--- src/core/spefe_regs.vh ---
// constants for the serial flash program and erase engine
`ifndef SPEFE_REGS_VH
`define SPEFE_REGS_VH
`define SPEFE_OP_PROG     8'h02
`define SPEFE_OP_PG_ERASE 8'h81
`define SPEFE_OP_BLK4     8'h20
`define SPEFE_OP_BLK32A   8'h52
`define SPEFE_OP_BLK32B   8'hD8
`define SPEFE_ERASED      8'hFF
`define SPEFE_PAGE_BYTES  256
`define SPEFE_ADDR_BYTES  4'h4
`define SPEFE_CLK_MHZ     20
`define SPEFE_SIZE_PAGE   2'h0
`define SPEFE_SIZE_4K     2'h1
`define SPEFE_SIZE_32K    2'h2
`define SPEFE_MASK_PAGE   16'hFF00
`define SPEFE_MASK_4K     16'hF000
`define SPEFE_MASK_32K    16'h8000
// self-timed cycle lengths in microseconds, plain defaults
`define SPEFE_BYTE_PROGRAM_TIME_US 10
`define SPEFE_PAGE_PROGRAM_TIME_US 1000
`define SPEFE_PAGE_ERASE_TIME_US   10000
`define SPEFE_BLOCK_ERASE_TIME_US  100000
`define SPEFE_BP_CYC  (`SPEFE_BYTE_PROGRAM_TIME_US * `SPEFE_CLK_MHZ)
`define SPEFE_PP_CYC  (`SPEFE_PAGE_PROGRAM_TIME_US * `SPEFE_CLK_MHZ)
`define SPEFE_PE_CYC  (`SPEFE_PAGE_ERASE_TIME_US * `SPEFE_CLK_MHZ)
`define SPEFE_BLK_CYC (`SPEFE_BLOCK_ERASE_TIME_US * `SPEFE_CLK_MHZ)
`endif

--- src/core/spefe_sync.v ---
// two flip-flop synchroniser for pin inputs
`timescale 1ns/1ns
`default_nettype none
module spefe_sync #(
  parameter W = 1
) (
  input  wire         clock,  // system clock
  input  wire         sys_rst,// sync reset
  input  wire [W-1:0] d,      // asynchronous inputs
  input  wire [W-1:0] rst_val,// constant value under reset
  output reg  [W-1:0] q       // synchronised outputs
);
  reg [W-1:0] meta_ff;
  always @(posedge clock) begin
    if (sys_rst) begin
      meta_ff <= rst_val;
      q       <= rst_val;
    end else begin
      meta_ff <= d;
      q       <= meta_ff;
    end
  end
endmodule // spefe_sync
`default_nettype wire

--- src/core/spefe_buf2.v ---
// two-entry valid/ready buffer
`timescale 1ns/1ns
`default_nettype none
module spefe_buf2 #(
  parameter W = 8
) (
  input  wire         clock,     // system clock
  input  wire         sys_rst,   // sync reset
  input  wire         in_valid,  // word offered
  output wire         in_ready,  // room for a word
  input  wire [W-1:0] in_data,   // offered word
  output wire         out_valid, // word available
  input  wire         out_ready, // drain takes word
  output wire [W-1:0] out_data   // oldest word
);
  reg [W-1:0] ent_ff [0:1];
  reg [1:0]   cnt_ff;
  reg         rd_ff;
  reg         wr_ff;
  wire        push = in_valid & in_ready;
  wire        pop  = out_valid & out_ready;
  assign in_ready  = (cnt_ff != 2'h2);
  assign out_valid = (cnt_ff != 2'h0);
  assign out_data  = ent_ff[rd_ff];
  always @(posedge clock) begin
    if (sys_rst) begin
      cnt_ff <= 2'h0;
      rd_ff  <= 1'b0;
      wr_ff  <= 1'b0;
    end else begin
      if (push) begin
        ent_ff[wr_ff] <= in_data;
        wr_ff         <= ~wr_ff;
      end
      if (pop)
        rd_ff <= ~rd_ff;
      if (push & ~pop)
        cnt_ff <= cnt_ff + 2'h1;
      else if (pop & ~push)
        cnt_ff <= cnt_ff - 2'h1;
    end
  end
endmodule // spefe_buf2
`default_nettype wire

--- src/core/spefe_engine.v ---
// serial flash program and erase command engine
// Functional notes
// (RULE1) program is 02h, three address bytes, data
// (RULE2) program needs write latch set first
// (RULE3) program writes 1 to 256 erased bytes
// (RULE4) unaligned data wraps inside same page
// (RULE5) over 256 bytes keeps last 256
// (RULE6) program buffer at release; untouched bytes stay
// (RULE7) abort without full address, data, byte alignment
// (RULE8) protected array ignores program command
// (RULE9) program abort clears write latch flag
// (RULE10) busy during program; latch cleared before end
// (RULE11) host polls busy instead of waiting
// (RULE12) program failure sets fail flag
// (RULE13) page erase 81h, dummy, page index, dummy
// (RULE14) page erase sets page to ones, busy
// (RULE15) block erase 20h 4K, 52h/D8h 32K
// (RULE16) block erase needs write latch set
// (RULE17) block erase ignores low address bits
// (RULE18) block erase aborts without full address, alignment
// (RULE19) protected array ignores block erase
// (RULE20) block erase abort clears write latch flag
// (RULE21) busy during block erase; latch cleared
// (RULE22) erase failure sets fail flag
// (RULE23) no program or erase without write latch
// (RULE24) protect bit 1 blocks all program/erase
// (RULE25) incomplete page erase aborts, clears latch
`timescale 1ns/1ns
`default_nettype none
`include "spefe_regs.vh"
module spefe_engine #(
  parameter BP_CYC  = `SPEFE_BP_CYC,
  parameter PP_CYC  = `SPEFE_PP_CYC,
  parameter PE_CYC  = `SPEFE_PE_CYC,
  parameter BLK_CYC = `SPEFE_BLK_CYC
) (
  input  wire        clock,             // 20 MHz system clock
  input  wire        sys_rst,           // sync reset, active high
  input  wire        sck,               // serial clock pin
  input  wire        cs_n,              // chip select pin, active low
  input  wire        si,                // serial data in pin
  input  wire        write_latch_flag,  // latch state from status logic
  input  wire        array_protect_bit, // 1 protects whole array
  input  wire        arr_ack,           // array finished request
  input  wire        arr_ok,            // array verify result
  output reg         wel_clear_ff,      // pulse: clear write latch
  output reg         busy_ff,           // self-timed cycle running
  output reg         pe_fail_ff,        // program_erase_fail_flag
  output reg         arr_req_ff,        // array request
  output reg         arr_erase_ff,      // 1 erase, 0 program byte
  output reg  [1:0]  arr_size_ff,       // erase size code
  output reg  [15:0] arr_addr_ff,       // array byte address
  output reg  [7:0]  arr_data_ff        // program data
);
  localparam S_RX   = 5'h01;
  localparam S_PROG = 5'h02;
  localparam S_PWT  = 5'h04;
  localparam S_ERS  = 5'h08;
  localparam S_TIME = 5'h10;

  // counts cut to the timer width on purpose, so an oversized override wraps silently to its low 32 bits
  localparam [31:0] BP_T     = BP_CYC;
  localparam [31:0] PP_T     = PP_CYC;
  localparam [31:0] PE_T     = PE_CYC;
  localparam [31:0] BLK_T    = BLK_CYC;
  localparam [8:0]  PAGE_END = `SPEFE_PAGE_BYTES;

  wire [2:0] pin_s;
  spefe_sync #(.W(3)) u_sync (
    .clock   (clock),
    .sys_rst (sys_rst),
    .d       ({sck, cs_n, si}),
    .rst_val (3'h2),
    .q       (pin_s)
  );
  wire sck_s = pin_s[2];
  wire cs_s  = pin_s[1];
  wire si_s  = pin_s[0];

  reg        sck_d_ff;
  reg        cs_d_ff;
  reg        live_ff;
  reg [2:0]  bit_ff;
  reg [7:0]  sh_ff;
  reg        hold_v_ff;
  reg [7:0]  hold_d_ff;
  reg        end_ff;
  reg        align_ff;
  reg [4:0]  st_ff;
  reg [3:0]  nb_ff;
  reg [8:0]  ndata_ff;
  reg [7:0]  op_ff;
  reg [23:0] addr_ff;
  reg [7:0]  wptr_ff;
  reg [7:0]  page_mem [0:255];
  reg [255:0] map_ff;
  reg [8:0]  idx_ff;
  reg [31:0] tmr_ff;
  reg [31:0] tgt_ff;

  wire sck_rise = sck_s & ~sck_d_ff;
  wire cs_fall  = ~cs_s & cs_d_ff;
  wire cs_rise  = cs_s & ~cs_d_ff;
  wire st_rx    = (st_ff == S_RX);
  wire b_in_rdy;
  wire b_out_v;
  wire [7:0] b_out_d;

  // frames that open while busy are ignored whole so no tail is misparsed
  always @(posedge clock) begin
    if (sys_rst) begin
      sck_d_ff  <= 1'b0;
      cs_d_ff   <= 1'b1;
      live_ff   <= 1'b0;
      bit_ff    <= 3'h0;
      sh_ff     <= 8'h00;
      hold_v_ff <= 1'b0;
      hold_d_ff <= 8'h00;
      align_ff  <= 1'b0;
    end else begin
      sck_d_ff <= sck_s;
      cs_d_ff  <= cs_s;
      if (cs_fall) begin
        live_ff <= st_rx;
        bit_ff  <= 3'h0;
      end else if (cs_rise) begin
        live_ff  <= 1'b0;
        align_ff <= (bit_ff == 3'h0); // [RULE7] [RULE18] [RULE25]
      end else if (live_ff & sck_rise) begin
        sh_ff  <= {sh_ff[6:0], si_s};
        bit_ff <= bit_ff + 3'h1;
      end
      if (hold_v_ff & b_in_rdy)
        hold_v_ff <= 1'b0;
      // a byte that meets a full buffer and a full hold stage overwrites the held byte, which is lost
      if (live_ff & sck_rise & ~cs_fall & ~cs_rise & (bit_ff == 3'h7)) begin
        hold_v_ff <= 1'b1;
        hold_d_ff <= {sh_ff[6:0], si_s};
      end
    end
  end

  spefe_buf2 #(.W(8)) u_buf (
    .clock     (clock),
    .sys_rst   (sys_rst),
    .in_valid  (hold_v_ff),
    .in_ready  (b_in_rdy),
    .in_data   (hold_d_ff),
    .out_valid (b_out_v),
    .out_ready (st_rx),
    .out_data  (b_out_d)
  );

  wire is_prog = (op_ff == `SPEFE_OP_PROG);
  wire is_pe   = (op_ff == `SPEFE_OP_PG_ERASE);
  wire is_b4   = (op_ff == `SPEFE_OP_BLK4);
  wire is_b32  = (op_ff == `SPEFE_OP_BLK32A) | (op_ff == `SPEFE_OP_BLK32B);
  wire is_ers  = is_pe | is_b4 | is_b32;
  wire eval    = st_rx & end_ff & ~b_out_v & ~hold_v_ff;
  wire got_adr = (nb_ff >= `SPEFE_ADDR_BYTES);
  wire got_dat = (ndata_ff != 9'h000);
  wire len_ok  = is_prog ? (got_adr & got_dat) : got_adr; // [RULE7] [RULE18] [RULE25]
  wire run     = write_latch_flag & ~array_protect_bit & align_ff & len_ok; // [RULE2] [RULE16] [RULE23] [RULE24]
  wire [15:0] ers_mask = is_pe ? `SPEFE_MASK_PAGE :
                         is_b4 ? `SPEFE_MASK_4K : `SPEFE_MASK_32K; // [RULE17]
  wire [1:0]  ers_size = is_pe ? `SPEFE_SIZE_PAGE :
                         is_b4 ? `SPEFE_SIZE_4K : `SPEFE_SIZE_32K; // [RULE15]
  wire [7:0]  idx8     = idx_ff[7:0];
  wire [7:0]  prog_off = addr_ff[7:0] + idx8;

  always @(posedge clock) begin
    if (sys_rst)
      end_ff <= 1'b0;
    else if (cs_rise & live_ff)
      end_ff <= 1'b1;
    else if (eval | ~st_rx)
      end_ff <= 1'b0;
  end

  // the byte stream is parsed in the same process that launches the cycle
  always @(posedge clock) begin
    if (sys_rst) begin
      st_ff        <= S_RX;
      nb_ff        <= 4'h0;
      ndata_ff     <= 9'h000;
      op_ff        <= 8'h00;
      addr_ff      <= 24'h000000;
      wptr_ff      <= 8'h00;
      map_ff       <= 256'h0;
      idx_ff       <= 9'h000;
      tmr_ff       <= 32'h00000000;
      tgt_ff       <= 32'h00000000;
      wel_clear_ff <= 1'b0;
      busy_ff      <= 1'b0;
      pe_fail_ff   <= 1'b0;
      arr_req_ff   <= 1'b0;
      arr_erase_ff <= 1'b0;
      arr_size_ff  <= `SPEFE_SIZE_PAGE;
      arr_addr_ff  <= 16'h0000;
      arr_data_ff  <= 8'h00;
    end else begin
      wel_clear_ff <= 1'b0;
      if (~st_rx)
        tmr_ff <= tmr_ff + 32'h00000001;
      case (st_ff)
        S_RX: begin
          if (b_out_v) begin
            if (nb_ff == 4'h0) begin
              op_ff  <= b_out_d;
              map_ff <= 256'h0;
            end else if (nb_ff < `SPEFE_ADDR_BYTES) begin
              addr_ff <= {addr_ff[15:0], b_out_d}; // [RULE1] [RULE13]
            end
            if (nb_ff == 4'h3)
              wptr_ff <= b_out_d;
            if (nb_ff != 4'hF)
              nb_ff <= nb_ff + 4'h1;
            if (got_adr & is_prog) begin
              page_mem[wptr_ff] <= b_out_d; // [RULE1] [RULE5]
              map_ff[wptr_ff]   <= 1'b1;
              wptr_ff           <= wptr_ff + 8'h01; // [RULE4]
              if (ndata_ff != PAGE_END)
                ndata_ff <= ndata_ff + 9'h001;
            end
          end
          if (eval) begin
            nb_ff    <= 4'h0;
            ndata_ff <= 9'h000;
            tmr_ff   <= 32'h00000000;
            idx_ff   <= 9'h000;
            // a frame cut inside its opcode byte must not reuse the last opcode
            op_ff    <= 8'h00;
            // the clear matters only while the latch is set, so a refused frame without it leaves no trace
            if ((is_prog | is_ers) & write_latch_flag & ~run)
              wel_clear_ff <= 1'b1; // [RULE8] [RULE9] [RULE19] [RULE20] [RULE25]
            if (run & is_prog) begin
              st_ff        <= S_PROG; // [RULE6]
              busy_ff      <= 1'b1;   // [RULE10]
              pe_fail_ff   <= 1'b0;
              wel_clear_ff <= 1'b1;   // [RULE10]
              tgt_ff       <= (ndata_ff == 9'h001) ? BP_T : PP_T;
            end else if (run & is_ers) begin
              st_ff        <= S_ERS;  // [RULE14]
              busy_ff      <= 1'b1;   // [RULE14] [RULE21]
              pe_fail_ff   <= 1'b0;
              wel_clear_ff <= 1'b1;   // [RULE21]
              arr_req_ff   <= 1'b1;
              arr_erase_ff <= 1'b1;
              arr_size_ff  <= ers_size;
              arr_addr_ff  <= addr_ff[15:0] & ers_mask; // [RULE17]
              tgt_ff       <= is_pe ? PE_T : BLK_T;
            end
          end
        end
        S_PROG: begin
          // bytes never sent are skipped so they stay erased
          if (idx_ff == PAGE_END) begin
            st_ff <= S_TIME;
          end else if (map_ff[prog_off]) begin // [RULE3] [RULE6]
            arr_req_ff   <= 1'b1;
            arr_erase_ff <= 1'b0;
            arr_addr_ff  <= {addr_ff[15:8], prog_off}; // [RULE4]
            arr_data_ff  <= page_mem[prog_off];
            st_ff        <= S_PWT;
          end else begin
            idx_ff <= idx_ff + 9'h001;
          end
        end
        S_PWT: begin
          if (arr_ack) begin
            arr_req_ff <= 1'b0;
            idx_ff     <= idx_ff + 9'h001;
            st_ff      <= S_PROG;
            if (~arr_ok)
              pe_fail_ff <= 1'b1; // [RULE12]
          end
        end
        S_ERS: begin
          if (arr_ack) begin
            arr_req_ff <= 1'b0;
            st_ff      <= S_TIME;
            if (~arr_ok)
              pe_fail_ff <= 1'b1; // [RULE22]
          end
        end
        S_TIME: begin
          // busy holds for the full cycle time, which a polling host sees
          if (tmr_ff >= tgt_ff) begin // [RULE11]
            busy_ff <= 1'b0;
            st_ff   <= S_RX;
          end
        end
        default: begin
          st_ff      <= S_RX;
          busy_ff    <= 1'b0;
          arr_req_ff <= 1'b0;
        end
      endcase
    end
  end
endmodule // spefe_engine
`default_nettype wire

--- config.mk ---
export PLATFORM = sky130hd
export DESIGN_NAME = spefe_engine
export DESIGN_NICKNAME = d
export VERILOG_FILES = /design/src/core/spefe_sync.v /design/src/core/spefe_buf2.v /design/src/core/spefe_engine.v
export VERILOG_INCLUDE_DIRS = /design/src /design/src/core
export SDC_FILE = /design/constraint.sdc
export NUM_CORES = 2
export LEC_CHECK = 0
export BUFFER_PORTS_ARGS = -buffer_cell sky130_fd_sc_hd__buf_2
export CORE_MARGIN = 5
export CORE_UTILIZATION = 44
export CTS_CLUSTER_SIZE = 12
export DETAILED_ROUTE_END_ITERATION = 10
export PLACE_DENSITY = 0.67
export REMOVE_ABC_BUFFERS = 1
export SYNTH_ARGS = -nofsm -noshare
export SYNTH_HDL_FRONTEND = slang
export SYNTH_SLANG_ARGS = --single-unit
export TNS_END_PERCENT = 30
--- constraint.sdc ---
create_clock -name clock -period 10.56 [get_ports clock]
set_clock_uncertainty 0.05 [all_clocks]
set_input_delay 1.584 -clock clock [delete_from_list [all_inputs] [get_ports clock]]
set_output_delay 1.584 -clock clock [all_outputs]
set_load 0.1 [all_outputs]
==> metrics.txt <==
RSZ-0062 raised after global routing=no; CTS Hold Bufs=0; Antenna Nets Post-Route=0; post_cts resized=0; post-synthesis sequential area ratio=72.5%; vias per inst=5.94; Setup Viol. Count Final=0; crit end category=flop; dpl hpwl=142000 µm; Initial Util=between 40 and 50%; crit path launch type=flop; First DRT Iteration DRCs=5730; Main synth FF type=edfxtp_1; syn_area_per_cell=18.6 µm²; Pleak=35.5 nW; Tot GR Track Use=between 20% and 30%; Cell Pwr Density=210 mW/mm²; status=complete, but fails checks; failing checks=capacitance limit, slew limit; worst hold path class=reg -> reg; Slew Viols, Final=2; grt total ovfl=0; fill cell count=17600; fin crit share=54.5%; mapped cell area=0.0972 mm²; Gate Count Post-Synth=5217; slew margin rel.=-3.79%; clock share of power=36.1%; Die X=480 µm; final std cells w/o fill=8456; footprint of the multi-input gates=0.0254 mm²; Post-CTS Setup Inserts=0; ys async rst share=0%; switching pwr=just under 6 mW; YS warnings=0; Vias=around 50000; Worst Path Required=around 11 ns; clk sinks=2486; CTS tree=done; number of port buffers=39; switching share of power=26.2%; Worst EP arrival=6.46 ns; DRC=0; Max Cap Viol=1; largest net degree at the start of global routing=180; DR WL/cell=28.3 µm; post-route minimum period=5.76 ns; worst setup path class=reg -> reg; crit-path cells=ha_4 -> fa_4 -> buf_12 -> mux4_2 -> mux4_2 -> mux2i_1 -> a21oi_1 -> nand2b_1 -> o211ai_4 -> nand2_1 -> a41o_1; NumNets Final=roughly 5300; Cells after DPL=roughly 8000; Max Root-Sink Buffers=3; synthesis-stage register bit count=2486; most common cell after layout, fill and taps aside=edfxtp_1; storage element area=0.0704 mm²; CP max FO=128; clk slew on worst S/H paths=0.06 ns; H-tree levels=4; Final Hold Fails=0; final core utilization=49.2%; Total Wirelength=239000 µm; Internal=16.8 mW; CP max stage cell=fa_4; first-pass GRT wire length=351000 µm; Placeable Area=0.220 mm²; DP Worst Slack=4.81 ns; initial antenna violation count=6; Die Y-Extent=480 µm; CTS root buffer=clkbuf_16; fraction of layout cells with a size suffix above 1=21.0%; Worst VDD drop=0.147 mV; TritonCTS Buffers=240; Most common cell on crit path=mux4_2; first-pass iteration count of the detailed router=6; Worst-Margin Slew=1.55 ns; crit-path max cell delay=1.23 ns; commonest cells after routing, fill and taps aside=2064 x edfxtp_1, 678 x mux4_2, 422 x dfxtp_1; number of global-route vias before repair=50200; row count=around 170; clock latency at the later pin of the worst-skew pair=0.90 ns; Final GP Congestion=0.834; Gate power share=between 10% and 20%; Ports=40; area grow syn2layout=11.3%; FMAX=174 MHz; number of synthesized flops with an enable pin=2064; distinct cell type count after synthesis=74; Sequential Power Share=between 40% and 50%; final worst slack=4.80 ns; Die ar.=0.230 mm²
==> cells by family (layout without fill, tap and decap cells) <==
| logic type | count (synthesis) | count (layout) | share of synthesized area, % |
|---|---|---|---|
| AOI/OAI and AO/OA | 539 | 539 | 3.94 |
| other | 0 | 6 | 0 |
| buffers and inverters | 341 | 616 | 1.56 |
| adders and majority gates | 43 | 43 | 0.561 |
| muxes | 749 | 749 | 16.5 |
| DFF | 2486 | 2486 | 72.5 |
| and+or+nand+nor | 1023 | 1023 | 4.65 |
| xor gates and xnor gates | 36 | 36 | 0.340 |
==> registers in the layout, indices dropped and copies added, names as in the netlist, 2 cells and up, named ones only <==
signal          count
op_ff               8
nb_ff               4
u_sync.meta_ff      3
st_ff               5
u_buf.ent_ff       16
tgt_ff              9
arr_data_ff         8
u_sync.q            3
ndata_ff            9
wptr_ff             8
tmr_ff             32
bit_ff              3
map_ff            256
idx_ff              9
arr_size_ff         2
u_buf.cnt_ff        2
hold_d_ff           8
arr_addr_ff        16
addr_ff            16
page_mem         2048
sh_ff               7
==> final timing paths <==
check | start | end | slack, ns | depth (start not counted)
max | idx_ff[0] | arr_addr_ff[0] | 4.80 | 11
min | u_sync.meta_ff[1] | u_sync.q[1] | 0.37 | 1
max reg2reg | idx_ff[0] | arr_addr_ff[0] | 4.80 | 11
min reg2reg | u_sync.meta_ff[1] | u_sync.q[1] | 0.37 | 1
==> routing by layer <==
metal	vias up	routed length, µm	part of all wire, %	global-route usage, %
met2	2040	115000	48	32.5
met3	402	20000	8.4	4.47
met5	-	13	0.0054	0
li1	21100	-	-	-
met4	2	8260	3.5	7.02
met1	26700	96300	40	28.6
==> per-stage QoR <==
step / TNS, ns / instance area (µm²) / total power [mW] / hold WS (ns)
6_report: 0 / 108000 / 22.7 / 0.370
4_1_cts: 0 / 108000 / 22.9 / 0.372
2_1_floorplan: -758.63 / 95800 / 15.2 / 0.339
5_1_grt: 0 / 108000 / 23.5 / 0.381
3_5_place_dp: 0 / 101000 / 14.7 / 0.350
3_3_place_gp: 0 / 101000 / 14.7 / 0.366
==> worst max-delay path, delay by kind of cell (launching register included) <==
| kind | cells | cell delay [ns] |
|---|---|---|
| and+or+nand+nor | 2 | 0.53 |
| AOI/OAI and AO/OA | 3 | 1.12 |
| DFF | 1 | 0.37 |
| adders and majority gates | 2 | 1.42 |
| muxes | 3 | 1.27 |
| buffers and inverters | 1 | 0.51 |
==> power groups by stage <==
stage	registers, mW	logic (mW)	clock network, mW
floorplan	11.2	4.05	0
CTS	10.9	3.65	8.32
global placement	11.1	3.61	0
detailed placement	11.1	3.65	0
finish	10.9	3.63	8.22
global route	10.9	3.82	8.77
==> cell type report <==
| class | instances | share of cell area, % |
|---|---|---|
| tap | 2958 | 3.42 |
| timing repair buffer | 113 | 0.800 |
| multi-input combinational | 2390 | 23.5 |
| inverter | 43 | 0.205 |
| clock inverter | 39 | 0.518 |
| antenna | 6 | 0.0139 |
| sequential | 2486 | 65.1 |
| clock buffer | 421 | 6.45 |
==> synthesized netlist by cell type, types with 43 or more instances <==
| master | number | area, µm² |
|---|---|---|
| a21o_1 | 260 | 1950 |
| a21oi_1 | 88 | 440 |
| buf_2 | 57 | 285 |
| clkbuf_1 | 178 | 668 |
| dfxtp_1 | 422 | 8450 |
| edfxtp_1 | 2064 | 62000 |
| inv_1 | 43 | 161 |
| mux2i_1 | 63 | 631 |
| mux4_2 | 678 | 15300 |
| nand2_1 | 351 | 1320 |
| nand3_1 | 88 | 440 |
| nor2_1 | 371 | 1390 |
Power figures use the tool's default switching activity.
